`config.mk`:
```
export PLATFORM = sky130hd
export DESIGN_NAME = dram_ctrl
export DESIGN_NICKNAME = d
export VERILOG_FILES = /design/src/phase_timer.v /design/src/dram_ctrl.v
export VERILOG_INCLUDE_DIRS = /design/src
export SDC_FILE = /design/constraint.sdc
export NUM_CORES = 1
export LEC_CHECK = 0
export BUFFER_PORTS_ARGS = -buffer_cell sky130_fd_sc_hd__buf_2
export CAP_MARGIN = 20
export CORE_MARGIN = 2
export CORE_UTILIZATION = 50
export CTS_CLUSTER_DIAMETER = 200
export DETAILED_ROUTE_END_ITERATION = 10
export PLACE_DENSITY = 0.74
export REMOVE_ABC_BUFFERS = 1
export SLEW_MARGIN = 40
export SYNTH_ARGS = -nofsm -noshare
export SYNTH_HDL_FRONTEND = slang
export SYNTH_SLANG_ARGS = --single-unit
```
`constraint.sdc`:
```
create_clock -name core_clk -period 4.74 [get_ports core_clk]
set_input_delay 0.948 -clock core_clk [delete_from_list [all_inputs] [get_ports core_clk]]
set_output_delay 0.948 -clock core_clk [all_outputs]
set_load 0.03 [all_outputs]
```
`src/dram_ctrl_defs.vh`:
```
// constants for the strobe-driven dram controller: timing counts and field layout
// assumes a 200 MHz core clock; counts are in core clock cycles
`ifndef DRAM_CTRL_DEFS_VH
`define DRAM_CTRL_DEFS_VH

`define CLK_PERIOD_PS      5000
`define POWERUP_PAUSE_US   500
// least time, rounded up to whole cycles
`define POWERUP_CYCLES     ((`POWERUP_PAUSE_US * 1000000 + `CLK_PERIOD_PS - 1) / `CLK_PERIOD_PS)
`define INIT_CYCLE_COUNT   8
`define ADDR_BITS          8
`define ROW_LOW_BITS       7
// per-phase strobe times in ns, rounded up to cycles
`define RAS_PRECHARGE_NS   200
`define RAS_PRECHARGE_CYC  ((`RAS_PRECHARGE_NS * 1000 + `CLK_PERIOD_PS - 1) / `CLK_PERIOD_PS)
`define RAS_TO_CAS_NS      60
`define RAS_TO_CAS_CYC     ((`RAS_TO_CAS_NS * 1000 + `CLK_PERIOD_PS - 1) / `CLK_PERIOD_PS)
`define CAS_ACCESS_NS      150
`define CAS_ACCESS_CYC     ((`CAS_ACCESS_NS * 1000 + `CLK_PERIOD_PS - 1) / `CLK_PERIOD_PS)
`define RAS_ACTIVE_NS      200
`define RAS_ACTIVE_CYC     ((`RAS_ACTIVE_NS * 1000 + `CLK_PERIOD_PS - 1) / `CLK_PERIOD_PS)
// command codes on cmd
`define CMD_READ           3'h0
`define CMD_WRITE_EARLY    3'h1
`define CMD_WRITE_LATE     3'h2
`define CMD_REFRESH        3'h3
`define CMD_HIDDEN_REFRESH 3'h4

`endif

```
`src/phase_timer.v`:
```
// down-counter that times each strobe phase of the controller
// assumes load and count come from the same clock domain
`timescale 1ns/1ps
module phase_timer #(
    parameter W = 20
) (
    core_clk,
    rst,
    load,
    load_val,
    done
);
    input  wire         core_clk;  // core clock
    input  wire         rst;       // async reset, active high
    input  wire         load;      // restart the count
    input  wire [W-1:0] load_val;  // cycles to wait
    output wire         done;      // count reached zero

    reg [W-1:0] cnt_q;             // remaining cycles

    // load wins over counting so a new phase starts cleanly
    always @(posedge core_clk or posedge rst) begin
        if (rst) begin
            cnt_q <= {W{1'b0}};
        end else if (load) begin
            cnt_q <= load_val;
        end else if (cnt_q != {W{1'b0}}) begin
            cnt_q <= cnt_q - {{(W-1){1'b0}}, 1'b1};
        end
    end

    assign done = (cnt_q == {W{1'b0}}) && !load;
endmodule

```
`src/dram_ctrl.v`:
```
// controller for a 64k x 1 multiplexed-address dram: strobes, address, data pins
// assumes the dram sits on its pins directly; user side is a request/done handshake
`timescale 1ns/1ps
`include "dram_ctrl_defs.vh"
module dram_ctrl #(
    parameter POWERUP_CYCLES = `POWERUP_CYCLES
) (
    core_clk,
    rst,
    req,
    cmd,
    addr,
    wdata,
    busy,
    ready,
    done,
    rdata,
    ras_n,
    cas_n,
    we_n,
    dram_addr,
    din,
    dout
);
    input  wire        core_clk;   // 200 MHz core clock
    input  wire        rst;        // async reset, active high
    input  wire        req;        // request pulse, taken when busy low
    input  wire [2:0]  cmd;        // operation code
    input  wire [15:0] addr;       // row in [15:8], column in [7:0]
    input  wire        wdata;      // bit to write
    output reg         busy;       // controller occupied
    output reg         ready;      // init sequence finished
    output reg         done;       // one-cycle completion pulse
    output reg         rdata;      // last bit read
    output reg         ras_n;      // row strobe, active low
    output reg         cas_n;      // column strobe, active low
    output reg         we_n;       // write strobe, active low
    output reg  [7:0]  dram_addr;  // multiplexed address lines
    output reg         din;        // data input of the dram
    input  wire        dout;       // data output of the dram

    localparam TW = 20;
    // state codes
    localparam S_PAUSE   = 4'h0;
    localparam S_INIT_LO = 4'h1;
    localparam S_INIT_HI = 4'h2;
    localparam S_IDLE    = 4'h3;
    localparam S_RAS     = 4'h4;
    localparam S_CAS     = 4'h5;
    localparam S_LATE_WE = 4'h6;
    localparam S_PRECH   = 4'h7;
    localparam S_HID_HI  = 4'h8;
    localparam S_HID_LO  = 4'h9;

    reg  [3:0]    state_q;      // current state
    reg  [2:0]    cmd_q;        // latched operation
    reg  [15:0]   addr_q;       // latched address
    reg           wdata_q;      // latched write bit
    reg  [3:0]    init_cnt_q;   // init cycles issued
    reg           tmr_load;     // restart the phase timer
    reg  [31:0]   tmr_val;      // its count, cut to TW bits at the timer
    wire          tmr_done;     // phase time elapsed

    phase_timer #(.W(TW)) u_timer (
        .core_clk (core_clk),
        .rst      (rst),
        .load     (tmr_load),
        .load_val (tmr_val[TW-1:0]),
        .done     (tmr_done)
    );

    // one process owns all pins so strobe order is fixed per state
    always @(posedge core_clk or posedge rst) begin
        if (rst) begin
            state_q    <= S_PAUSE;
            cmd_q      <= 3'h0;
            addr_q     <= 16'h0000;
            wdata_q    <= 1'b0;
            init_cnt_q <= 4'h0;
            tmr_load   <= 1'b1;
            tmr_val    <= POWERUP_CYCLES;
            busy       <= 1'b1;
            ready      <= 1'b0;
            done       <= 1'b0;
            rdata      <= 1'b0;
            ras_n      <= 1'b1;  // deselected, output floats
            cas_n      <= 1'b1;
            we_n       <= 1'b1;
            dram_addr  <= 8'h00;
            din        <= 1'b0;
        end else begin
            tmr_load <= 1'b0;
            done     <= 1'b0;
            case (state_q)
                // power-up pause before any cycle
                S_PAUSE: begin
                    if (tmr_done) begin
                        state_q  <= S_INIT_LO;
                        ras_n    <= 1'b0;
                        tmr_load <= 1'b1;
                        tmr_val  <= `RAS_ACTIVE_CYC;
                    end
                end
                // eight ras-only wake-up cycles
                S_INIT_LO: begin
                    if (tmr_done) begin
                        ras_n      <= 1'b1;
                        init_cnt_q <= init_cnt_q + 4'h1;
                        state_q    <= S_INIT_HI;
                        tmr_load   <= 1'b1;
                        tmr_val    <= `RAS_PRECHARGE_CYC;
                    end
                end
                S_INIT_HI: begin
                    if (tmr_done) begin
                        if (init_cnt_q == `INIT_CYCLE_COUNT) begin
                            state_q <= S_IDLE;
                            ready   <= 1'b1;
                            busy    <= 1'b0;
                        end else begin
                            ras_n    <= 1'b0;
                            state_q  <= S_INIT_LO;
                            tmr_load <= 1'b1;
                            tmr_val  <= `RAS_ACTIVE_CYC;
                        end
                    end
                end
                // take a request and present the row
                S_IDLE: begin
                    if (req) begin
                        cmd_q   <= cmd;
                        addr_q  <= addr;
                        wdata_q <= wdata;
                        busy    <= 1'b1;
                        // hidden refresh keeps cas low from the previous read
                        if (cmd == `CMD_HIDDEN_REFRESH) begin
                            cas_n     <= 1'b0;
                            we_n      <= 1'b1;
                            dram_addr <= {1'b0, addr[14:8]};
                            state_q   <= S_HID_HI;
                        end else begin
                            // refresh row uses low seven bits only
                            dram_addr <= (cmd == `CMD_REFRESH) ? {1'b0, addr[14:8]} : addr[15:8];
                            // a read may have left cas low; raise it so the later column fall is a real edge
                            cas_n     <= 1'b1;
                            ras_n     <= 1'b0;
                            state_q   <= S_RAS;
                        end
                        tmr_load <= 1'b1;
                        tmr_val  <= `RAS_TO_CAS_CYC;
                    end
                end
                // row held, then column strobe unless refresh only
                S_RAS: begin
                    if (tmr_done) begin
                        tmr_load <= 1'b1;
                        if (cmd_q == `CMD_REFRESH) begin
                            cas_n   <= 1'b1;  // cas stays high
                            state_q <= S_PRECH;
                            tmr_val <= `RAS_ACTIVE_CYC;
                        end else begin
                            dram_addr <= addr_q[7:0];
                            din       <= wdata_q;  // stored as is
                            // early write: we goes low in the same cycle that cas falls
                            we_n      <= (cmd_q == `CMD_WRITE_EARLY) ? 1'b0 : 1'b1;
                            cas_n     <= 1'b0;  // read or write on all low
                            state_q   <= S_CAS;
                            tmr_val   <= `CAS_ACCESS_CYC;
                        end
                    end
                end
                // after access time sample data or strobe a late write
                S_CAS: begin
                    if (tmr_done) begin
                        if (cmd_q == `CMD_READ) begin
                            rdata <= dout;  // no inversion
                            state_q  <= S_PRECH;
                            tmr_load <= 1'b1;
                            tmr_val  <= `RAS_PRECHARGE_CYC;
                        end else if (cmd_q == `CMD_WRITE_LATE) begin
                            we_n     <= 1'b0;  // output may drive until cas rises
                            state_q  <= S_LATE_WE;
                            tmr_load <= 1'b1;
                            tmr_val  <= `CAS_ACCESS_CYC;
                        end else begin
                            state_q  <= S_PRECH;
                            tmr_load <= 1'b1;
                            tmr_val  <= `RAS_PRECHARGE_CYC;
                        end
                        ras_n <= (cmd_q == `CMD_WRITE_LATE) ? 1'b0 : 1'b1;
                        // a read leaves cas low so a hidden refresh may follow
                        cas_n <= (cmd_q == `CMD_READ) ? 1'b0 : (cmd_q == `CMD_WRITE_LATE) ? 1'b0 : 1'b1;
                        we_n  <= (cmd_q == `CMD_WRITE_LATE) ? 1'b0 : 1'b1;
                    end
                end
                // late write pulse done, release every strobe
                S_LATE_WE: begin
                    if (tmr_done) begin
                        ras_n    <= 1'b1;
                        cas_n    <= 1'b1;
                        we_n     <= 1'b1;
                        state_q  <= S_PRECH;
                        tmr_load <= 1'b1;
                        tmr_val  <= `RAS_PRECHARGE_CYC;
                    end
                end
                // ras precharge, then report completion
                S_PRECH: begin
                    if (tmr_done && !ras_n) begin
                        ras_n    <= 1'b1;  // end of ras-only refresh
                        tmr_load <= 1'b1;
                        tmr_val  <= `RAS_PRECHARGE_CYC;
                    end else if (tmr_done) begin
                        busy    <= 1'b0;
                        done    <= 1'b1;
                        state_q <= S_IDLE;
                    end
                end
                // hidden refresh: ras precharge high, cas held low
                S_HID_HI: begin
                    if (tmr_done) begin
                        ras_n    <= 1'b0;
                        state_q  <= S_HID_LO;
                        tmr_load <= 1'b1;
                        tmr_val  <= `RAS_ACTIVE_CYC;
                    end
                end
                S_HID_LO: begin
                    if (tmr_done) begin
                        ras_n    <= 1'b1;  // rdata keeps the last read bit
                        state_q  <= S_PRECH;
                        tmr_load <= 1'b1;
                        tmr_val  <= `RAS_PRECHARGE_CYC;
                    end
                end
                default: begin
                    state_q <= S_IDLE;
                    ras_n   <= 1'b1;
                    cas_n   <= 1'b1;
                    we_n    <= 1'b1;
                end
            endcase
        end
    end
endmodule

```
==> metrics.md <==
| Metric | Value |
|---|---|
| # IOs | `40` |
| Area of all sequential standard cells | `1560 µm²` |
| Final min period | `2.57 ns` |
| # fillers | `559` |
| CP max stage delay | `0.58 ns` |
| Combinational share of power | `42.3%` |
| Reg2reg setup slack | `2.17 ns` |
| Type of origin of the critical path | `flip-flop` |
| FF+latch count, synth | `62` |
| Final Hold Viols | `0` |
| Worst Path Required | `5.02 ns` |
| Most frequent cells in the layout | `55 x dfrtp_1, 39 x buf_2, 33 x nor2_1` |
| # diodes | `0` |
| CP Class | `flip-flop to flip-flop` |
| R2r endpoint | `tmr_val[5]` |
| # port buffers | `39` |
| Core Area | `6420 µm²` |
| Sw Ratio | `43.8%` |
| Via-to-Cell Ratio | `5.90` |
| Worst R2R Path Depth | `7` |
| Worst-Skew Late Latency | `0.35 ns` |
| WL/cell | `15.9 µm` |
| CTS tree | `built` |
| Post-synthesis adder-cell area fraction | `1.50%` |
| Synthesized area | `3340 µm²` |
| H-Tree Depth | `3` |
| Post-cts resize count | `0` |
| CP Capture Type | `flip-flop` |
| Chip width | `85.8 µm` |
| DR iter-0 viols | `75` |
| Most common cell after layout, fill and taps aside | `dfrtp_1` |
| Clock power frac | `17.1%` |
| Slew @ Worst Pin | `0.720 ns` |
| Largest net degree at the start of global routing | `63` |
| CTS hold repair buffers | `0` |
| # nets final | `396` |
| Cts bufs inserted | `9` |
| Initial antenna violation count | `0` |
| Worst Clk Skew | `0.00872 ns` |
| Mux cell area share after synthesis | `7.82%` |
| Post-synth ARST share | `100%` |
| Clock net sink count | `62` |
| Crit path to | `tmr_val[5]` |
| Critical path arrival | `2.85 ns` |
| Psw | `1.10 mW` |
| Synth Instances | `331` |
| RR Startpoint | `u_timer.cnt_q[0]` |
| Synth warnings | `0` |
| Largest buffer count on any clock path | `2` |
| Global route overflow | `0` |
| Most used flip-flop cell after synthesis | `dfrtp_1` |
| Critical Path, Cell by Cell | `inv_1, ha_1, nor4b_1, nand2_1, o41a_1, or3_1, o21a_1` |
| PwrDens | `665 nW/µm²` |
| Avg Cell Area, Syn | `10.1 µm²` |
| # DRC | `0` |
| Simple-gate share of the synthesized area | `20.9%` |
| EDFF count, synth | `0` |
| Leak Pwr | `1.58 nW` |
| Largest family of logic cells by synthesized area | `simple AND/OR/NAND/NOR gates` |
| First-pass GRT wire length | `12200 µm` |
| Final antenna-violating net count | `0` |
| Cell family with most CP delay | `simple AND/OR/NAND/NOR gates` |
| Status | `completed` |
| DP HPWL | `4950 µm` |
| Die area | `7350 µm²` |
| Layout cells sized above 1 | `25.5%` |
| XOR/XNOR Fraction of Synth Area | `4.72%` |
| Overall power | `2.52 mW` |
| Maximum vdd drop | `0.000338 V` |
| M3 GR Usage | `3.95%` |
| Normalized max-slew margin | `52.0%` |
| Footprint of the multi-input gates | `1690 µm²` |
| Worst path depth | `7` |
| Compound-Gate Fraction of Synth Area | `15.0%` |
| Crit path buffers/inverters | `1` |
| Busiest layer in global routing | `met2` |
| CP startpoint | `u_timer.cnt_q[0]` |
| CP max FO | `9` |
| WL final | `7140 µm` |
| Gp weighted congestion | `0.849` |
| Router iterations before antenna repair | `4` |
| Postcts setup bufs | `0` |
| Chip height | `85.8 µm` |
| CTS Root Cell | `clkbuf_8` |
| Initial Util | `52.0%` |
| Met2 global-route usage | `34.4%` |
| Clock-pin slew of the registers on the worst-case setup and hold paths | `0.08 ns` |
| Layout area overhead | `13.2%` |
| Max Freq | `389 MHz` |
| Tcrit/Tclk final | `54.3%` |
| CP max stage cell | `o41a_1` |
| Vias in the first global route | `2566` |
| Int Power | `1.41 mW` |
| Final Setup Violations | `0` |
| Setup TNS | `0 ns` |
| FP Rows | `29` |
| RSZ-0062 raised after global routing | `no` |
| # Max-Cap Violations | `0` |
| Reg power frac | `40.7%` |
| Register area share after synthesis | `46.7%` |
| HP Class | `flip-flop to flip-flop` |
| DR vias | `2654` |
| M1 GR Usage | `27.7%` |
| Overall global routing resource usage | `21.2%` |
| Post-synthesis cell type count | `60` |
| Slew Viols, Final | `0` |
power by group through the flow:
stage	combinational [mW]	clock, mW	sequential [mW]
after floorplan	0.753	0	1.05
after global placement	1.03	0	1.02
after detailed placement	1.06	0	1.03
after CTS	1.07	0.441	1.02
after global routing	1.19	0.462	1.06
final	1.06	0.430	1.02
routing by layer:
layer | up-vias | share of wire [%]
met5 | - | 0
met4 | 0 | 1.7
met3 | 12 | 4.1
met2 | 60 | 48
met1 | 1309 | 46
li1 | 1273 | -
logic make-up (layout without fill, tap and decap cells):
group,count (synthesis),after routing
and+or+nand+nor,120,120
AOI/OAI and AO/OA,76,76
DFF,62,62
buffers and inverters,27,69
muxes,24,24
xor gates and xnor gates,18,18
adders and majority gates,4,4
Yosys cell counts, types with 2 or more instances:
cell type  instances  share of area, %
clkbuf_1          11               1.2
or4_1              2              0.45
o31ai_1            8               1.8
nor2_1            33               3.7
or2_2              2              0.37
ha_1               4               1.5
nand4_1            5              0.94
nor4_4             2               1.3
or3_1              2              0.37
dfrtp_1           55                41
mux2i_1            7               2.1
o21ai_0           19               2.8
nand2b_1           6               1.1
xnor2_1            8               2.1
a31oi_1            4              0.75
nor2b_1            5              0.94
nor3b_1            5               1.1
nor4_2             2              0.75
nand3_1            5              0.75
o21a_1             3              0.67
o31a_1             3              0.79
nor4_1             3              0.56
xor2_1            10               2.6
inv_1             12               1.3
or3b_2             2              0.52
a21oi_1           18               2.7
o41a_1             2              0.67
buf_2              2              0.30
mux2_2            17               5.7
and2_1             3              0.56
dfstp_2            7               5.5
nor3_1             8               1.2
o211ai_1           4              0.90
nand2_1           22               2.5
and3b_1            2              0.52
nor4b_1            2              0.52
a21o_1             2              0.45
and3_1             2              0.37
through the flow:
stage          hold WS, ns  cell area (µm²)  setup slack (ns)  cells  util (%)
2_1_floorplan        0.435             3280              1.60    316         -
3_3_place_gp         0.456             3590              2.34    434      55.9
3_5_place_dp         0.457             3600              2.21    434      56.0
4_1_cts              0.478             3780              2.18    450      58.9
5_1_grt              0.504             3780              1.96    450      58.9
6_report             0.472             3780              2.17    450      58.9
sequential cells by signal, summed over array words and instances (netlist names):
signal         flops
ras_n              1
wdata_q            1
state_q            4
rdata              1
ready              1
dram_addr          8
addr_q             8
done               1
cas_n              1
tmr_val            5
u_timer.cnt_q     20
din                1
busy               1
init_cnt_q         4
cmd_q              3
tmr_load           1
we_n               1
cell type report:
class	count	area share, %
well taps	77	2.55
inverters	12	1.19
multi-input cells	242	44.5
flip-flops and latches	62	41.2
repair buffers	41	5.65
clock inverters	6	1.19
clock buffers	10	3.64
worst min-delay path by stage:
| stage | from | to | slack, ns | cells past startpoint |
|---|---|---|---|---|
| floorplan | tmr_val[3] | tmr_val[3] | 0.44 | 1 |
| global placement | tmr_val[3] | tmr_val[3] | 0.46 | 1 |
| detailed placement | tmr_val[3] | tmr_val[3] | 0.46 | 1 |
| CTS | ready | ready | 0.48 | 1 |
| global route | tmr_val[3] | tmr_val[3] | 0.50 | 1 |
| finish | tmr_val[3] | tmr_val[3] | 0.47 | 1 |
Power figures use the tool's default switching activity.
